File: src/logic/adcseq_pkg.sv
package adcseq_pkg;

  // register byte offsets
  localparam logic [7:0] ADDR_TIMING  = 8'h00;
  localparam logic [7:0] ADDR_CHANCTL = 8'h04;
  localparam logic [7:0] ADDR_CALCTL  = 8'h08;
  localparam logic [7:0] ADDR_CALOFS  = 8'h0c;
  localparam logic [7:0] ADDR_CALGAIN = 8'h10;
  localparam logic [7:0] ADDR_RESULT  = 8'h14;
  localparam logic [7:0] ADDR_STATUS  = 8'h18;

  // adc_timing_trigger_config fields
  localparam int TT_EXT_BIT = 0;
  localparam int TT_TMR_BIT = 1;
  localparam int TT_ACQ_LSB = 2;
  localparam int TT_DIV_LSB = 4;
  // adc_channel_start_control fields
  localparam int CS_CH_LSB     = 0;
  localparam int CS_CONT_BIT   = 4;
  localparam int CS_SINGLE_BIT = 5;
  localparam int CS_CAP_BIT    = 6;
  // adc_calibration_control fields
  localparam int CAL_START_BIT = 0;
  localparam int CAL_BUSY_BIT  = 7;
  // status fields
  localparam int ST_DONE_BIT = 0;
  localparam int ST_LOST_BIT = 1;
  localparam int ST_BUSY_BIT = 2;

  // reset values
  localparam logic [7:0]  TT_RST   = 8'h00;
  localparam logic [7:0]  CS_RST   = 8'h00;
  localparam logic [13:0] COEF_RST = 14'h0000;

  // timing
  localparam int          CLK_MHZ           = 200;
  localparam logic [3:0]  CONV_PERIODS      = 4'hf;
  localparam logic [3:0]  CONV_LAST         = CONV_PERIODS - 4'h1;
  localparam logic [3:0]  TEMP_CHANNEL      = 4'h8;
  localparam logic [1:0]  TEMP_DIV_SEL      = 2'h3;
  localparam logic [1:0]  TEMP_ACQ_SEL      = 2'h3;
  localparam int          CAL_CNT_W         = 11;
  localparam logic [10:0] CAL_CYCLES        = 11'h400;
  localparam logic [3:0]  SER_HALF_CYCLES   = 4'h2;
  localparam int          STROBE_LOW_NS     = 100;
  localparam int          STROBE_LOW_CYCLES = (STROBE_LOW_NS * CLK_MHZ + 999) / 1000;

  localparam logic [1:0] RESP_OKAY   = 2'h0;
  localparam logic [1:0] RESP_SLVERR = 2'h2;

  typedef enum logic [1:0] {ST_IDLE, ST_SYNC, ST_ACQ, ST_CONV} adcseq_state_t;

  function automatic logic [5:0] adcseq_div_ratio(input logic [1:0] sel);
    case (sel)
      2'h0:    return 6'h08;
      2'h1:    return 6'h04;
      2'h2:    return 6'h10;
      default: return 6'h20;
    endcase
  endfunction

  function automatic logic [31:0] adcseq_merge(input logic [31:0] old_w,
                                               input logic [31:0] new_w,
                                               input logic [3:0]  strb);
    logic [31:0] m;
    m = old_w;
    for (int i = 0; i < 4; i++) begin
      if (strb[i]) m[i*8 +: 8] = new_w[i*8 +: 8];
    end
    return m;
  endfunction

endpackage

File: src/logic/adcseq_shift.sv
`timescale 1ns/1ps
module adcseq_shift
  import adcseq_pkg::*;
(
  input  wire logic        clock,
  input  wire logic        rst_n,
  input  wire logic        enable,
  input  wire logic        load,
  input  wire logic [15:0] data,
  output logic             busy,
  output logic             sclk,
  output logic             mosi,
  output logic             frame_n
);

  typedef struct packed {
    logic [15:0] sdr;
    logic [3:0]  bit_cnt;
    logic [3:0]  half;
    logic        active;
    logic        sclk;
    logic        mosi;
    logic        frame_n;
  } adcseq_shift_t;

  adcseq_shift_t r;
  adcseq_shift_t n;

  always_comb begin
    n = r;
    if (!enable) begin
      // dropping the enable abandons a word mid-frame
      n.active  = 1'b0;
      n.sclk    = 1'b0;
      n.frame_n = 1'b1;
      n.half    = 4'h0;
    end else if (!r.active) begin
      if (load) begin
        n.sdr     = data;
        n.active  = 1'b1;
        n.frame_n = 1'b0;
        n.bit_cnt = 4'h0;
        n.half    = 4'h0;
        n.mosi    = data[15]; // channel id leads, msb first
        n.sclk    = 1'b0;
      end
    end else if (r.half == SER_HALF_CYCLES - 4'h1) begin
      n.half = 4'h0;
      if (!r.sclk) begin
        n.sclk = 1'b1;
      end else begin
        n.sclk = 1'b0;
        if (r.bit_cnt == 4'hf) begin
          n.active  = 1'b0;
          n.frame_n = 1'b1;
        end else begin
          n.bit_cnt = r.bit_cnt + 4'h1;
          n.sdr     = {r.sdr[14:0], 1'b0};
          n.mosi    = r.sdr[14];
        end
      end
    end else begin
      n.half = r.half + 4'h1;
    end
  end

  always_ff @(posedge clock or negedge rst_n) begin
    if (!rst_n) begin
      r <= '{sdr: 16'h0000, bit_cnt: 4'h0, half: 4'h0, active: 1'b0,
             sclk: 1'b0, mosi: 1'b0, frame_n: 1'b1};
    end else begin
      r <= n;
    end
  end

  assign busy    = r.active;
  assign sclk    = r.sclk;
  assign mosi    = r.mosi;
  assign frame_n = r.frame_n;

endmodule // adcseq_shift

File: src/logic/adcseq_top.sv
`timescale 1ns/1ps
// What this block does
// - converter clock divides core by 8/4/16/32
// - acquisition lasts 1 to 4 converter periods
// - conversion takes exactly fifteen converter periods
// - start synchronised, half to one-and-half periods
// - temperature channel forces divide 32, four periods
// - single request converts once, then self-clears
// - continuous bit runs back-to-back conversions until cleared
// - strobe rising edge starts conversion when enabled
// - timer two overflow starts conversion when enabled
// - capture mode moves results to serial data register
// - serial shift ends before next conversion ends, except at divide 4 with one-period acquisition
// - shift channel id then 12-bit value, msb first
// - capture mode disables serial port and port three
// - clearing capture restores ports, stops transfers
// - reset loads factory coefficients into calibration registers
// - busy flag high throughout calibration cycle
module adcseq_top
  import adcseq_pkg::*;
(
  input  wire logic        clock,
  input  wire logic        rst_n,
  input  wire logic        s_axi_awvalid,
  output logic             s_axi_awready,
  input  wire logic [7:0]  s_axi_awaddr,
  input  wire logic        s_axi_wvalid,
  output logic             s_axi_wready,
  input  wire logic [31:0] s_axi_wdata,
  input  wire logic [3:0]  s_axi_wstrb,
  output logic             s_axi_bvalid,
  input  wire logic        s_axi_bready,
  output logic [1:0]       s_axi_bresp,
  input  wire logic        s_axi_arvalid,
  output logic             s_axi_arready,
  input  wire logic [7:0]  s_axi_araddr,
  output logic             s_axi_rvalid,
  input  wire logic        s_axi_rready,
  output logic [31:0]      s_axi_rdata,
  output logic [1:0]       s_axi_rresp,
  input  wire logic        external_convert_strobe_n,
  input  wire logic        timer2_overflow,
  input  wire logic [11:0] conv_data,
  input  wire logic [13:0] nv_offset_coef,
  input  wire logic [13:0] nv_gain_coef,
  output logic             converter_clock,
  output logic             conv_sample,
  output logic             conv_hold,
  output logic [3:0]       conv_channel,
  output logic             cal_active,
  output logic [13:0]      cal_offset,
  output logic [13:0]      cal_gain,
  output logic             serial_normal_disable,
  output logic             port3_disable,
  output logic             serial_sclk,
  output logic             serial_mosi,
  output logic             serial_frame_n
);

  typedef struct packed {
    adcseq_state_t        st;
    logic [7:0]           tt;
    logic [7:0]           cs;
    logic                 cal_start;
    logic [CAL_CNT_W-1:0] cal_cnt;
    logic                 nv_load;
    logic [13:0]          ofs;
    logic [13:0]          gain;
    logic [11:0]          res;
    logic [3:0]           res_ch;
    logic                 done;
    logic                 lost;
    logic [5:0]           div_cnt;
    logic                 cclk;
    logic                 armed;
    logic [3:0]           ph_cnt;
    logic [3:0]           ch;
    logic                 sample;
    logic                 hold;
    logic                 ext_s1;
    logic                 ext_s2;
    logic                 ext_s3;
    logic                 cap_load;
    logic [15:0]          cap_data;
    logic                 cap_dis;
    logic                 aw_have;
    logic [7:0]           aw_addr;
    logic                 w_have;
    logic [31:0]          w_data;
    logic [3:0]           w_strb;
    logic                 awready;
    logic                 wready;
    logic                 bvalid;
    logic [1:0]           bresp;
    logic                 arready;
    logic                 rvalid;
    logic [31:0]          rdata;
    logic [1:0]           rresp;
  } adcseq_regs_t;

  adcseq_regs_t r;
  adcseq_regs_t n;

  logic        shift_busy;
  logic [1:0]  eff_div;
  logic [1:0]  eff_acq;
  logic [5:0]  ratio;
  logic        rise_tick;
  logic        fall_tick;
  logic        ext_rise;
  logic        start_req;
  logic        wr_go;
  logic        wr_hit;
  logic        wr_single;
  logic [31:0] wm;
  logic [32:0] rd;

  // {hit, word} for any register offset
  function automatic logic [32:0] reg_read(input logic [7:0] a);
    case (a)
      ADDR_TIMING:  return {1'b1, 24'h000000, r.tt};
      ADDR_CHANCTL: return {1'b1, 24'h000000, r.cs};
      ADDR_CALCTL:  return {1'b1, 24'h000000, r.cal_start | r.nv_load,
                            6'h00, r.cal_start};
      ADDR_CALOFS:  return {1'b1, 18'h00000, r.ofs};
      ADDR_CALGAIN: return {1'b1, 18'h00000, r.gain};
      ADDR_RESULT:  return {1'b1, 16'h0000, r.res_ch, r.res};
      ADDR_STATUS:  return {1'b1, 29'h00000000, r.st != ST_IDLE,
                            r.lost, r.done};
      default:      return {1'b0, 32'h00000000};
    endcase
  endfunction

  always_comb begin
    n          = r;
    n.cap_load = 1'b0;
    wr_hit     = 1'b0;
    wr_single  = 1'b0;
    wm         = 32'h00000000;
    rd         = reg_read(s_axi_araddr);

    // strobe pin: second and third stages feed the edge detector only
    n.ext_s1 = external_convert_strobe_n;
    n.ext_s2 = r.ext_s1;
    n.ext_s3 = r.ext_s2;
    ext_rise = r.ext_s2 & ~r.ext_s3;

    // temperature channel overrides programmed timing
    if (r.cs[CS_CH_LSB +: 4] == TEMP_CHANNEL) begin
      eff_div = TEMP_DIV_SEL;
      eff_acq = TEMP_ACQ_SEL;
    end else begin
      eff_div = r.tt[TT_DIV_LSB +: 2];
      eff_acq = r.tt[TT_ACQ_LSB +: 2];
    end

    // >= keeps the divider bounded when the ratio shrinks mid-count
    ratio     = adcseq_div_ratio(eff_div);
    rise_tick = (r.div_cnt >= ratio - 6'h01);
    fall_tick = (r.div_cnt == (ratio >> 1) - 6'h01);
    n.div_cnt = rise_tick ? 6'h00 : r.div_cnt + 6'h01;
    if (rise_tick) begin
      n.cclk = 1'b1;
    end else if (fall_tick) begin
      n.cclk = 1'b0;
    end

    // axi write: address and data taken in either order
    if (s_axi_awvalid && r.awready) begin
      n.aw_have = 1'b1;
      n.aw_addr = s_axi_awaddr;
    end
    if (s_axi_wvalid && r.wready) begin
      n.w_have = 1'b1;
      n.w_data = s_axi_wdata;
      n.w_strb = s_axi_wstrb;
    end
    if (r.bvalid && s_axi_bready) n.bvalid = 1'b0;
    wr_go = n.aw_have && n.w_have && !r.bvalid;
    if (wr_go) begin
      {wr_hit, wm} = reg_read(n.aw_addr);
      wm           = adcseq_merge(wm, n.w_data, n.w_strb);
      n.aw_have    = 1'b0;
      n.w_have     = 1'b0;
      n.bvalid     = 1'b1;
      n.bresp      = wr_hit ? RESP_OKAY : RESP_SLVERR;
      case (n.aw_addr)
        ADDR_TIMING: n.tt = wm[7:0];
        ADDR_CHANCTL: begin
          n.cs      = wm[7:0];
          wr_single = wm[CS_SINGLE_BIT];
        end
        ADDR_CALCTL: begin
          if (wm[CAL_START_BIT]) n.cal_start = 1'b1;
        end
        ADDR_CALOFS:  n.ofs = wm[13:0];
        ADDR_CALGAIN: n.gain = wm[13:0];
        ADDR_STATUS: begin
          // write one to clear; hardware sets below win
          if (n.w_strb[0] && n.w_data[ST_DONE_BIT]) n.done = 1'b0;
          if (n.w_strb[0] && n.w_data[ST_LOST_BIT]) n.lost = 1'b0;
        end
        default: n.bresp = RESP_SLVERR;
      endcase
    end
    n.awready = !n.aw_have && !n.bvalid;
    n.wready  = !n.w_have && !n.bvalid;

    // axi read: one outstanding, data registered
    if (s_axi_arvalid && r.arready) begin
      n.arready = 1'b0;
      n.rvalid  = 1'b1;
      n.rdata   = rd[31:0];
      n.rresp   = rd[32] ? RESP_OKAY : RESP_SLVERR;
    end
    if (r.rvalid && s_axi_rready) begin
      n.rvalid  = 1'b0;
      n.arready = 1'b1;
    end

    // factory coefficients copied on the first edge after reset
    if (r.nv_load) begin
      n.ofs     = nv_offset_coef;
      n.gain    = nv_gain_coef;
      n.nv_load = 1'b0;
    end

    // busy covers the whole calibration run
    if (r.cal_start) begin
      if (r.cal_cnt == CAL_CYCLES - 11'h001) begin
        n.cal_start = 1'b0;
        n.cal_cnt   = '0;
      end else begin
        n.cal_cnt = r.cal_cnt + 11'h001;
      end
    end

    n.cap_dis = n.cs[CS_CAP_BIT];

    // undefined if several methods enabled; any one starts it
    start_req = r.cs[CS_SINGLE_BIT] | r.cs[CS_CONT_BIT]
              | (r.tt[TT_EXT_BIT] & ext_rise)
              | (r.tt[TT_TMR_BIT] & timer2_overflow);

    case (r.st)
      ST_IDLE: begin
        if (start_req && !r.cal_start && !r.nv_load) begin
          n.st    = ST_SYNC;
          n.armed = 1'b0;
          n.ch    = r.cs[CS_CH_LSB +: 4];
        end
      end
      ST_SYNC: begin
        // wait for a falling then a rising converter edge
        if (fall_tick) n.armed = 1'b1;
        if (rise_tick && r.armed) begin
          n.st     = ST_ACQ;
          n.ph_cnt = 4'h0;
          n.sample = 1'b1;
        end
      end
      ST_ACQ: begin
        // edge triggers arriving here are dropped
        if (rise_tick) begin
          if (r.ph_cnt == {2'h0, eff_acq}) begin
            n.st     = ST_CONV;
            n.ph_cnt = 4'h0;
            n.sample = 1'b0;
            n.hold   = 1'b1;
          end else begin
            n.ph_cnt = r.ph_cnt + 4'h1;
          end
        end
      end
      ST_CONV: begin
        if (rise_tick) begin
          if (r.ph_cnt == CONV_LAST) begin
            n.res    = conv_data;
            n.res_ch = r.ch;
            n.done   = 1'b1;
            // unread result overwritten
            if (r.done && !(wr_go && n.aw_addr == ADDR_STATUS
                            && n.w_strb[0] && n.w_data[ST_DONE_BIT])) begin
              n.lost = 1'b1;
            end
            if (r.cs[CS_CAP_BIT]) begin
              if (shift_busy) begin
                n.lost = 1'b1;
              end else begin
                n.cap_load = 1'b1;
                n.cap_data = {r.ch, conv_data};
              end
            end
            if (!wr_single) n.cs[CS_SINGLE_BIT] = 1'b0;
            n.hold   = 1'b0;
            n.ph_cnt = 4'h0;
            if (n.cs[CS_CONT_BIT]) begin
              n.st     = ST_ACQ;
              n.sample = 1'b1;
              n.ch     = n.cs[CS_CH_LSB +: 4];
            end else begin
              n.st = ST_IDLE;
            end
          end else begin
            n.ph_cnt = r.ph_cnt + 4'h1;
          end
        end
      end
      default: n.st = ST_IDLE;
    endcase
  end

  always_ff @(posedge clock or negedge rst_n) begin
    if (!rst_n) begin
      r           <= '0;
      r.st        <= ST_IDLE;
      r.tt        <= TT_RST;
      r.cs        <= CS_RST;
      r.ofs       <= COEF_RST;
      r.gain      <= COEF_RST;
      r.nv_load   <= 1'b1;
      r.ext_s1    <= 1'b1;
      r.ext_s2    <= 1'b1;
      r.ext_s3    <= 1'b1;
      r.awready   <= 1'b1;
      r.wready    <= 1'b1;
      r.arready   <= 1'b1;
    end else begin
      r <= n;
    end
  end

  // serial data register and shifter for capture mode
  adcseq_shift u_shift (
    .clock   (clock),
    .rst_n   (rst_n),
    .enable  (r.cap_dis),
    .load    (r.cap_load),
    .data    (r.cap_data),
    .busy    (shift_busy),
    .sclk    (serial_sclk),
    .mosi    (serial_mosi),
    .frame_n (serial_frame_n)
  );

  assign s_axi_awready         = r.awready;
  assign s_axi_wready          = r.wready;
  assign s_axi_bvalid          = r.bvalid;
  assign s_axi_bresp           = r.bresp;
  assign s_axi_arready         = r.arready;
  assign s_axi_rvalid          = r.rvalid;
  assign s_axi_rdata           = r.rdata;
  assign s_axi_rresp           = r.rresp;
  assign converter_clock       = r.cclk;
  assign conv_sample           = r.sample;
  assign conv_hold             = r.hold;
  assign conv_channel          = r.ch;
  assign cal_active            = r.cal_start;
  assign cal_offset            = r.ofs;
  assign cal_gain              = r.gain;
  assign serial_normal_disable = r.cap_dis;
  assign port3_disable         = r.cap_dis;

endmodule // adcseq_top

File: config.mk
export PLATFORM = sky130hd
export DESIGN_NAME = adcseq_top
export DESIGN_NICKNAME = d
export VERILOG_FILES = /design/src/logic/adcseq_pkg.sv /design/src/logic/adcseq_shift.sv /design/src/logic/adcseq_top.sv
export SDC_FILE = /design/constraint.sdc
export NUM_CORES = 1
export LEC_CHECK = 0
export BUFFER_PORTS_ARGS = -buffer_cell sky130_fd_sc_hd__buf_2
export CORE_ASPECT_RATIO = 1.2
export CORE_MARGIN = 3
export CORE_UTILIZATION = 25
export CTS_CLUSTER_DIAMETER = 200
export CTS_CLUSTER_SIZE = 8
export DETAILED_ROUTE_END_ITERATION = 7
export GPL_TIMING_DRIVEN = 0
export PLACE_DENSITY_LB_ADDON = 0.05
export REMOVE_ABC_BUFFERS = 1
export SLEW_MARGIN = 20
export SYNTH_ARGS = -nofsm -noshare
export SYNTH_HDL_FRONTEND = slang
export SYNTH_SLANG_ARGS = --single-unit
File: constraint.sdc
create_clock -name clock -period 3.6 [get_ports clock]
set_clock_uncertainty 0.05 [all_clocks]
set_input_delay 0.9 -clock clock [delete_from_list [all_inputs] [get_ports clock]]
set_output_delay 0.9 -clock clock [all_outputs]
set_load 0.005 [all_outputs]
; ---- After elaboration in Yosys (flattened, before gate mapping)
; Index checks and enable logic that the tools add are counted.
[classes]
addsub = 7
magnitude_cmp = 1
eq_ne = 39
muxes = 96
n_bitwise = 9
reduce_logical = 56
[ops]
columns = operator, count
row1 = one-hot mux 33 bit (7 select lines), 2
row2 = two-way mux 17 bit, 5
row3 = two-way mux 19 bit, 3
row4 = two-way mux 28 bit, 2
row5 = two-way mux 27 bit, 2
row6 = "== test 8 x 5 -> 1 bit, second input constant", 6
row7 = two-way mux 2 bit, 21
row8 = two-way mux 37 bit, 1
row9 = two-way mux 36 bit, 1
row10 = two-way mux 33 bit, 1
row11 = "== test 8 x 4 -> 1 bit, second input constant", 4
row12 = two-way mux 1 bit, 28
row13 = two-way mux 14 bit, 2
row14 = two-way mux 4 bit, 7
row15 = two-way mux 6 bit, 4
row16 = two-way mux 8 bit, 3
row17 = "!= test 2 bit, second input constant", 11
row18 = AND reduction 5 bit, 4
row19 = nonzero test 2 bit, 10
row20 = logical AND 1 bit, 18
row21 = one-hot mux 6 bit (3 select lines), 1
row22 = "== test 8 x 3 -> 1 bit, second input constant", 2
row23 = logical NOT 8 bit, 2
row24 = "adder 4 x 1 -> 4 bit, second input constant", 3
row25 = 38 further kinds, 65
[totals]
reg_bits = 230
in_bits = 101
out_inout_bits = 82
wordCells = 256

; ---- Logic depth before layout (Yosys ltp)
; Gate-level depths: netlist of the first run.
[depth]
word_depth = 15
mapped_depth = 12
mapped_depth_nobuf = 11

; ---- Hierarchy
; Synthesis of the first run repeated with hierarchy kept, for this count alone.
[hier_totals]
cells_unflattened = 1028
hier_area_um2 = 10043.4
[by_module_without_submodules]
columns = module, n_inst, cells_per_inst, area_per_inst_um2, seq_area_each_um2
row1 = adcseq_top, 1, 891, 8620.8, 4112.7
row2 = adcseq_shift, 1, 137, 1422.6, 676.9

; ---- Least setup slack after synthesis of the first run
; No wires, ideal clock.
[synth_timing]
path_kind = register to register
from = register r[185] in the netlist's numbering
to = register r[100] in the netlist's numbering
setup_ns = 0.125
arrival_ns = 2.832
required_time_ns = 3.425
slack_ns = 0.593
path_stages_with_launch = 13
n_path_buf = 1
period_less_slack_ns = 3.007
path_cell_list = dfrtp_1 nor4b_2 nor2_1 and2_1 ha_1 a21oi_1 o21ai_0 and2_1 nor2_1 nor3_2 nand2_2 buf_2 mux2_2
[synth_between]
elab_chain_cells = 7
elab_cells_between_ends = 9
cone_classes = add/sub (1) / order compare (1) / eq/ne (3) / mux (2) / reduce/logical (2)
[synth_rtl]
columns = item, line
row1 = "start, declared", adcseq_top.sv:101  ; adcseq_regs_t r;
row2 = "start signal, assigned", adcseq_top.sv:329  ; r <= n;
row3 = == test 4 bit *, adcseq_top.sv:149  ; if (r.cs[CS_CH_LSB +: 4] == TEMP_CHANNEL) begin
row4 = two-way mux 2 bit *, adcseq_top.sv:149
row5 = == test 2 bit (tied with other cells), adcseq_pkg.sv:54  ; case (sel)
row6 = one-hot mux 6 bit (3 select lines) *, adcseq_pkg.sv:54
row7 = subtractor 6 x 1 -> 6 bit *, adcseq_top.sv:159  ; rise_tick = (r.div_cnt >= ratio - 6'h01);
row8 = greater-or-equal comparator 6 bit *, adcseq_top.sv:159
row9 = AND reduction 5 bit (no line) *, n/a
; Every way passes the cells marked *; elsewhere a longest branch is shown, timed or not.
; A chain may end at the register's enable or synchronous reset.

==> results of run 1 <==
-- flip-flops by register name, summed over array words and instances, names as in the netlist, 2 cells and up --
register / flops
cal_offset: 14
cal_gain: 14
r: 103
conv_channel: 4
u_shift.r: 23
s_axi_rdata: 16
n: 2
-- what timing repair did --
action / CTS / global route
endpoints found under the hold margin: 0 / 0
resized for setup: 5 / 2
pin swaps: 0 / 2
buffers inserted: 0 / 2
endpoints found under the setup margin: 39 / 20
cloned: 0 / 0
-- kinds of logic (layout without fill, tap and decap cells) --
logic type / Yosys count / count (layout) / share of synthesized area
buffers and inverters: 145 / 206 / 0.0838
muxes: 66 / 66 / 0.0733
other: 2 / 21 / 0.000746
DFF: 191 / 191 / 0.476
adders and majority gates: 11 / 11 / 0.0137
and+or+nand+nor: 310 / 310 / 0.149
xor gates and xnor gates: 15 / 15 / 0.0131
AOI/OAI and AO/OA: 270 / 270 / 0.191
-- placed cells by master, fill, tap and decap left out, types with 11 or more instances in the layout --
cell type	netlist	final
a21oi_1	42	42
a221oi_1	11	11
a222oi_1	11	11
a22oi_1	44	44
buf_2	8	143
clkbuf_16	0	17
conb_1	2	20
dfrtp_1	183	183
ha_1	11	11
inv_1	24	24
mux2_2	35	35
mux2i_1	25	25
nand2_1	155	154
nand3_1	12	12
nor2_1	47	45
nor2b_1	16	15
o21ai_0	60	60
o21ai_1	18	18
-- power by group --
| part | switching [W] | internal [W] |
|---|---|---|
| clock network | 0.000917 | 0.00119 |
| registers | 0.000409 | 0.00250 |
| logic | 0.00112 | 0.000746 |
| total | 0.00245 | 0.00443 |
-- path summary, 6_finish.rpt --
kind	start	end	cells after the start
worst max register to register	s_axi_wready	cal_active	6
worst min register to register	n[105]	r[105]	0
worst max-delay path	s_axi_wvalid	cal_active	7
max in group asynchronous	rst_n	r[172]	2
min in group clock	n[105]	r[105]	0
worst min-delay path	rst_n	u_shift.r[6]	1
-- worst max-delay path, cell delays in order --
cell and delay [ns]:
buf_2 0.11, nand2_2 0.51, mux2i_4 0.71, inv_1 0.38
a211o_1 0.45, a2bb2oi_1 0.28, o41ai_1 0.39
-- metrics by stage --
stage	cells	util	hold slack [ns]	setup WS, ns	setup TNS [ns]
after floorplan	907	-	0.295	0.309	0
after global placement	1577	0.274	0.308	-2.22	-476.03
after detailed placement	1581	0.277	0.309	-0.800	-20.15
after CTS	1613	0.294	0.243	0.0470	0
after global routing	1616	0.295	0.256	-0.00305	-0.00305
final	1616	0.295	0.258	0.135	0
-- layout make-up --
cell class	count	area, sq um
Tap cell	526	658
Clock inverter	13	186
Multi-Input combinational cell	692	4570
Clock buffer	19	443
Inverter	24	90.1
Timing Repair Buffer	150	823
Antenna cell	1	2.50
Fill cell	4184	27700
Sequential cell	191	4790
-- cell usage after synthesis (10+ instances only) --
cell type,count,share of area
dfrtp_1,183,0.45
nand2_1,155,0.058
buf_4,71,0.053
o21ai_0,60,0.030
nor2_1,47,0.018
a22oi_1,44,0.033
a21oi_1,42,0.021
clkbuf_1,37,0.014
mux2_2,35,0.039
mux2i_1,25,0.025
inv_1,24,0.0089
o21ai_1,18,0.0089
nor2b_1,16,0.0099
nand3_1,12,0.0060
a221oi_1,11,0.0096
a222oi_1,11,0.011
and3_1,11,0.0068
ha_1,11,0.014
o31ai_1,10,0.0075
-- per-layer routing --
metal / vias to the layer above / track usage / share of wire
li1: 3680 / - / -
met1: 3862 / 0.210 / 0.45
met2: 155 / 0.275 / 0.50
met3: 37 / 0.0286 / 0.034
met4: 0 / 0.0483 / 0.017
met5: - / 0 / 0
==> reports/results.ini, run 1 <==
[routing]
avgViaCountPerCell=4.79
vias=7734
wl_per_cell_um=21.2
totalWireLength_um=34200
first_pass_iters=4
drt_iter0_drc=425
drc=0
ant_nets=0

[power_and_ir_drop]
peakVddDrop_v=0.000373
leakage_nw=5.23
power_w=0.00688
p_per_area_mw_per_mm2=595

[clocking]
clock_latency_ns=0.45
cts.sinks=191
h-tree-depth=4
hold_buffers=0
cts_root_buf=clkbuf_16
cts_tree=yes
cts_buffer_depth=2
cts_buffers=17
cts.clk_slew.worst_paths_ns=0.07

[final_layout]
drive_gt1_frac=0.242
fin_area_sq_mm=0.0116
synthToLayoutAreaGrowth_pct=14.9
fin_nets=1188

[die]
start_util=0.257
io_pins=183
coreArea_sq_mm=0.0392
dieArea_sq_mm=0.0427
row_count=79
fp.dieW_um=189
fp.dieH_um=226

[sta]
period_needed_ns=3.47
hold_viol=0
max_slew_margin=0.287
drv_slew=0
rsz0062_at_grt=true
worst_pin_slew_ns=1.07
setup_viol=0
timing.fmax_mhz=289
min_period_over_period=0.963

[worst_setup_path]
end_kind=flop
worstSetupPathType=in -> reg
worstPathArrival_ns=3.75
start_kind=input port
critPathMaxFanout=16
required_ns=3.89
r2r_setup_slack_ns=0.25

[grt]
grt_max_degree=84
grt_pass1_vias=8005
grt_use_total=0.162
grt_overflow_total=0
antenna_found_initial=1
grt_pass1_wl_um=51500

[yosys]
syn_area_per_cell_sq_um=9.97
ys_warn_count=0
synth_area_sq_mm=0.0101
synth_cell_types=84
synth_seq_cells=191
synth-edff-count=0
seq_area_frac_synth=0.476
synthFlopType=dfrtp_1
async_flop_share=1.00
synthCells=1010

[status]
status=finished clean

[hold_path]
min_path_type=in -> async

[placement]
place_hpwl_um=24300
gp_congestion=0.773
numPortBuffers=144
placed_area_sq_mm=0.0109

[flow_run]
cap_viol_max_count=0

Power figures use the tool's default switching activity.
==> run 2, diff against run 1 <==
CORE_UTILIZATION = 50   (was 25)
CTS_BUF_LIST = sky130_fd_sc_hd__clkbuf_8   (was not set)
==> run 2 against run 1 <==
Sequential cell count stayed put. Global-route usage is 8.7 points higher. Via count is 1.7% higher. Die area is 49% lower.
==> reports/results.ini, run 2 (synthesized netlist as in run 1, its figures left out) <==
[sta]
hold_viol=0  ; unchanged
min_period_over_period=0.924  ; -0.0389
period_needed_ns=3.33  ; -0.140 ns
rsz0062_at_grt=false
drv_slew=0  ; unchanged
worst_pin_slew_ns=0.987  ; -0.0835 ns
setup_viol=0  ; unchanged
max_slew_margin=0.342  ; +0.0557
setup_slack_ns=0.275  ; +0.140 ns
timing.fmax_mhz=301  ; +4.2%

[worst_setup_path]
required_ns=3.90  ; about the same
worstPathArrival_ns=3.63  ; -0.12 ns
crit_family=simple AND/OR/NAND/NOR gates
r2r_cells=11  ; +5
rr_startpoint=r[185]
critPathMaxFanout=21  ; +5
worstSetupPathType=reg -> reg
path_depth=11  ; +4
rr_endpoint=conv_channel[0]
cpPeakStageDelay_ns=0.54  ; -0.17 ns
crit_chain=nor4b_4 > nor2_1 > and2_1 > ha_1 > a21oi_1 > o21ai_0 > and2_1 > nor2_2 > or3_4 > o32ai_4 > mux2_4
r2r_setup_slack_ns=0.27  ; +0.02 ns
start_kind=flop
critPathBufInv=0  ; -2
slowest_stage=or3_4
path_common_cell=and2_1
end_kind=flop

[final_layout]
fillers=1823  ; -56%
largest_reg_flops=103  ; unchanged
fin_area_sq_mm=0.0110  ; -5.3%
final_cells=1350  ; -16%
final_common_cell=dfrtp_1
synthToLayoutAreaGrowth_pct=8.85
top_register=r
diodes=0  ; -1
final_cell_mix=dfrtp_1, nand2_1, buf_2
fin_nets=1188  ; unchanged
drive_gt1_frac=0.239  ; -0.00367

[power_and_ir_drop]
p_per_area_mw_per_mm2=550  ; -7.6%
peakVddDrop_v=0.000370  ; -0.99%
power_w=0.00602  ; -12%
leakage_nw=5.09  ; -2.7%

[clocking]
cts_buffers=17  ; unchanged
clock_latency_ns=0.47  ; +0.02 ns
cts_tree=yes
h-tree-depth=4  ; unchanged
cts_buffer_depth=2  ; unchanged
hold_buffers=0  ; unchanged
cts.sinks=191  ; unchanged
cts_root_buf=clkbuf_8
cts.clk_slew.worst_paths_ns=0.10  ; +0.03 ns

[placement]
gp_congestion=0.914  ; +18%
place_hpwl_um=19000  ; -22%
dpl_worst_slack_ns=-0.503  ; +0.297 ns
placed_area_sq_mm=0.0105  ; -3.2%
dp.cells=1316  ; -17%
numPortBuffers=144  ; unchanged

[grt]
grt_max_degree=90  ; +7.1%
grt_pass1_vias=7650  ; -4.4%
grt_overflow_total=0  ; unchanged
grt_use_total=0.249  ; +0.0874
grt_pass1_wl_um=42200  ; -18%
antenna_found_initial=0  ; -1

[routing]
vias=7863  ; +1.7%
ant_nets=0  ; unchanged
drt_iter0_drc=773  ; +82%
drc=0  ; unchanged
totalWireLength_um=26900  ; -21%
avgViaCountPerCell=5.82  ; +22%
wl_per_cell_um=19.9  ; -5.8%
first_pass_iters=7  ; +3

[die]
coreArea_sq_mm=0.0197  ; -50%
start_util=0.511  ; +0.255
fp.dieH_um=161  ; -29%
io_pins=183  ; unchanged
fp.dieW_um=136  ; -28%
row_count=56  ; -29%
dieArea_sq_mm=0.0219  ; -49%

[hold_path]
min_path_type=in -> async

[status]
status=finished clean

[flow_run]
cap_viol_max_count=0  ; unchanged

run 2: cell type report:
| type | instances | area (sq um) | share of cell area |
|---|---|---|---|
| clock buffers | 17 | 234 | 0.0214 |
| clock inverters | 15 | 124 | 0.0113 |
| inverters | 24 | 90.1 | 0.00822 |
| multi-input cells | 692 | 4560 | 0.416 |
| flip-flops and latches | 191 | 4790 | 0.437 |
| well taps | 261 | 327 | 0.0298 |
| repair buffers | 150 | 832 | 0.0759 |
run 2: worst reg2reg max path: cells and delay by family, from the launching register on:
family / cells / cell delay [ns]
AOI/OAI and AO/OA: 3 / 0.52
and+or+nand+nor: 6 / 1.58
DFF: 1 / 0.47
muxes: 1 / 0.34
adders and majority gates: 1 / 0.26
run 2: how the worst max path moves through the flow:
stage | start | to | slack (ns)
floorplan | r[185] | r[100] | 0.31
CTS | r[185] | r[99] | 0.16
global route | r[185] | conv_channel[3] | 0.06
detailed placement | r[185] | conv_channel[3] | -0.50
global placement | rst_n | r[125] | -1.67
finish | r[185] | conv_channel[0] | 0.27
run 2: routing by layer:
layer | GRT usage | part of all wire
met1 | 0.343 | 0.43
met2 | 0.403 | 0.49
met3 | 0.0414 | 0.056
met4 | 0.0820 | 0.025
met5 | 0 | 0
run 2: repair_timing:
action	CTS	global route
buffers inserted	2	0
gates resized for setup	4	1
setup endpoints to repair	21	19
pin swaps	1	0
run 2: where the power goes:
group	switching (W)	internal, W	total (W)	leakage [nW]
Combinational	0.00105	0.000743	0.00180	2.44
Clock	0.000791	0.000543	0.00133	0.184
Sequential	0.000397	0.00250	0.00289	2.47
Total	0.00224	0.00378	0.00602	5.09
run 2: per-stage QoR:
stage / util / hold WS, ns / setup TNS (ns)
finish: 0.557 / 0.202 / 0
floorplan: - / 0.295 / 0
detailed placement: 0.535 / 0.297 / -9.28
global route: 0.557 / 0.171 / 0
CTS: 0.556 / 0.176 / 0
global placement: 0.530 / 0.296 / -340.82
==> run 3, diff against run 2 <==
ABC_CLOCK_PERIOD_IN_PS = 3600   (was not set)
PLACE_DENSITY = 0.73   (was not set)
PLACE_DENSITY_LB_ADDON = not set   (was 0.05)
==> run 3 against run 2 <==
Critical endpoint is now conv_channel[3]. Routed wire length decreased by 0.93%. Utilization increased by 0.41 points. Highest routed layer unchanged. Combinational power about the same. First-iteration DRC count decreased by 11%.
==> reports/results.ini, run 3 (synthesized netlist as in run 1, its figures left out) <==
[status]
status=finished clean

[final_layout]
synthToLayoutAreaGrowth_pct=9.66
diodes=0  ; unchanged
final_cells=1350  ; unchanged
fillers=1769  ; -3.0%
fin_nets=1188  ; unchanged
largest_reg_flops=103  ; unchanged
final_cell_mix=dfrtp_1, nand2_1, buf_2
multi_input_area_sq_mm=0.00456  ; unchanged
regArea_sq_mm=0.00479  ; about the same
top_register=r
drive_gt1_frac=0.242  ; +0.00367
fin_area_sq_mm=0.0110  ; +0.74%
final_common_cell=dfrtp_1

[placement]
gp_congestion=0.944  ; +3.2%
placed_area_sq_mm=0.0105  ; about the same
numPortBuffers=144  ; unchanged
place_hpwl_um=18900  ; -0.65%
dpl_worst_slack_ns=-0.496  ; +0.00745 ns
dp.cells=1316  ; unchanged

[worst_setup_path]
critPathBufInv=0  ; unchanged
critPathMaxFanout=21  ; unchanged
end_kind=flop
worstPathArrival_ns=3.58  ; -0.05 ns
crit_family=simple AND/OR/NAND/NOR gates
required_ns=3.91  ; about the same
rr_endpoint=conv_channel[3]
r2r_setup_slack_ns=0.33  ; +0.05 ns
start_kind=flop
path_common_cell=and2_1
slowest_stage=or3_4
worstSetupPathType=reg -> reg
r2r_cells=11  ; unchanged
cpPeakStageDelay_ns=0.53  ; about the same
rr_startpoint=r[185]
crit_chain=nor4b_4 > nor2_1 > and2_1 > ha_1 > a21oi_1 > o21ai_0 > and2_1 > nor2_2 > or3_4 > o32ai_4 > mux2_4

[die]
fp.dieH_um=161  ; unchanged
coreArea_sq_mm=0.0197  ; unchanged
dieArea_sq_mm=0.0219  ; unchanged
io_pins=183  ; unchanged
row_count=56  ; unchanged
start_util=0.511  ; unchanged
fp.dieW_um=136  ; unchanged

[routing]
wl_per_cell_um=19.8  ; -0.93%
drc=0  ; unchanged
totalWireLength_um=26700  ; -0.93%
drt_iter0_drc=689  ; -11%
vias=8097  ; +3.0%
ant_nets=0  ; unchanged
avgViaCountPerCell=6.00  ; +3.0%
first_pass_iters=6  ; -1

[hold_path]
min_path_type=in -> async

[clocking]
cts_tree=yes
cts_buffers=17  ; unchanged
cts_buffer_depth=2  ; unchanged
h-tree-depth=4  ; unchanged
hold_buffers=0  ; unchanged
cts.clk_slew.worst_paths_ns=0.10  ; about the same
cts_root_buf=clkbuf_8
clock_latency_ns=0.48  ; about the same
cts.sinks=191  ; unchanged

[grt]
grt_max_degree=72  ; -20%
antenna_found_initial=0  ; unchanged
grt_pass1_vias=7703  ; +0.69%
grt_overflow_total=0  ; unchanged
grt_pass1_wl_um=41800  ; -0.82%
grt_use_total=0.245  ; -0.00341

[power_and_ir_drop]
p_per_area_mw_per_mm2=568  ; +3.3%
leakage_nw=5.13  ; +0.72%
peakVddDrop_v=0.000254  ; -31%

[sta]
max_slew_margin=0.346  ; +0.00364
hold_viol=0  ; unchanged
setup_slack_ns=0.329  ; +0.0539 ns
worst_pin_slew_ns=0.981  ; -0.00546 ns
min_period_over_period=0.909  ; -0.0150
timing.fmax_mhz=306  ; +1.6%
rsz0062_at_grt=false
period_needed_ns=3.27  ; -0.0539 ns
drv_slew=0  ; unchanged
setup_viol=0  ; unchanged

[flow_run]
cap_viol_max_count=0  ; unchanged

## run 3: changes by cell type in the layout (fill, tap and decap cells not counted), sizes merged
cell      previous run  this run
bufinv               1         4
inv                 30        29
clkinv               4         3
clkinvlp             4         3
## run 3: stage by stage
step / total power (W) / util / setup TNS, ns / hold WS, ns
after floorplan: 0.00403 / - / 0 / 0.295
after global placement: 0.00461 / 0.530 / -323.80 / 0.296
after detailed placement: 0.00469 / 0.535 / -7.82 / 0.298
after CTS: 0.00627 / 0.559 / 0 / 0.284
final: 0.00627 / 0.561 / 0 / 0.281
after global routing: 0.00664 / 0.561 / 0 / 0.287
## run 3: layer usage
metal | part of all wire | track usage
met5 | 0 | 0
met2 | 0.49 | 0.394
met3 | 0.071 | 0.0464
met1 | 0.41 | 0.335
met4 | 0.030 | 0.0866
## run 3: cell type report
class                           instances  share of cell area
Multi-Input combinational cell        692               0.413
Sequential cell                       191               0.434
Clock inverter                         15              0.0189
Timing Repair Buffer                  150              0.0754
Tap cell                              261              0.0296
Clock buffer                           17              0.0212
Inverter                               24             0.00816
## run 3: timing repair
item	in CTS	in global routing
gates cloned	0	0
setup buffers	1	0
pin swaps	1	0
resized for setup	4	1
endpoints found under the setup margin	23	3
## run 3: worst max path at each step
stage,startpoint,endpoint,slack (ns),depth (start not counted)
2_1_floorplan,r[185],r[100],0.31,11
3_3_place_gp,rst_n,r[49],-1.62,1
3_5_place_dp,r[185],conv_channel[3],-0.50,11
4_1_cts,r[185],conv_channel[3],0.16,11
5_1_grt,r[185],conv_channel[2],0.12,11
6_report,r[185],conv_channel[3],0.33,11
## run 3: power by group
part,leakage [nW],switching (W),internal (W)
sequential,2.46,0.000388,0.00250
clock,0.218,0.000801,0.000770
combinational,2.45,0.00107,0.000745
total,5.13,0.00226,0.00401
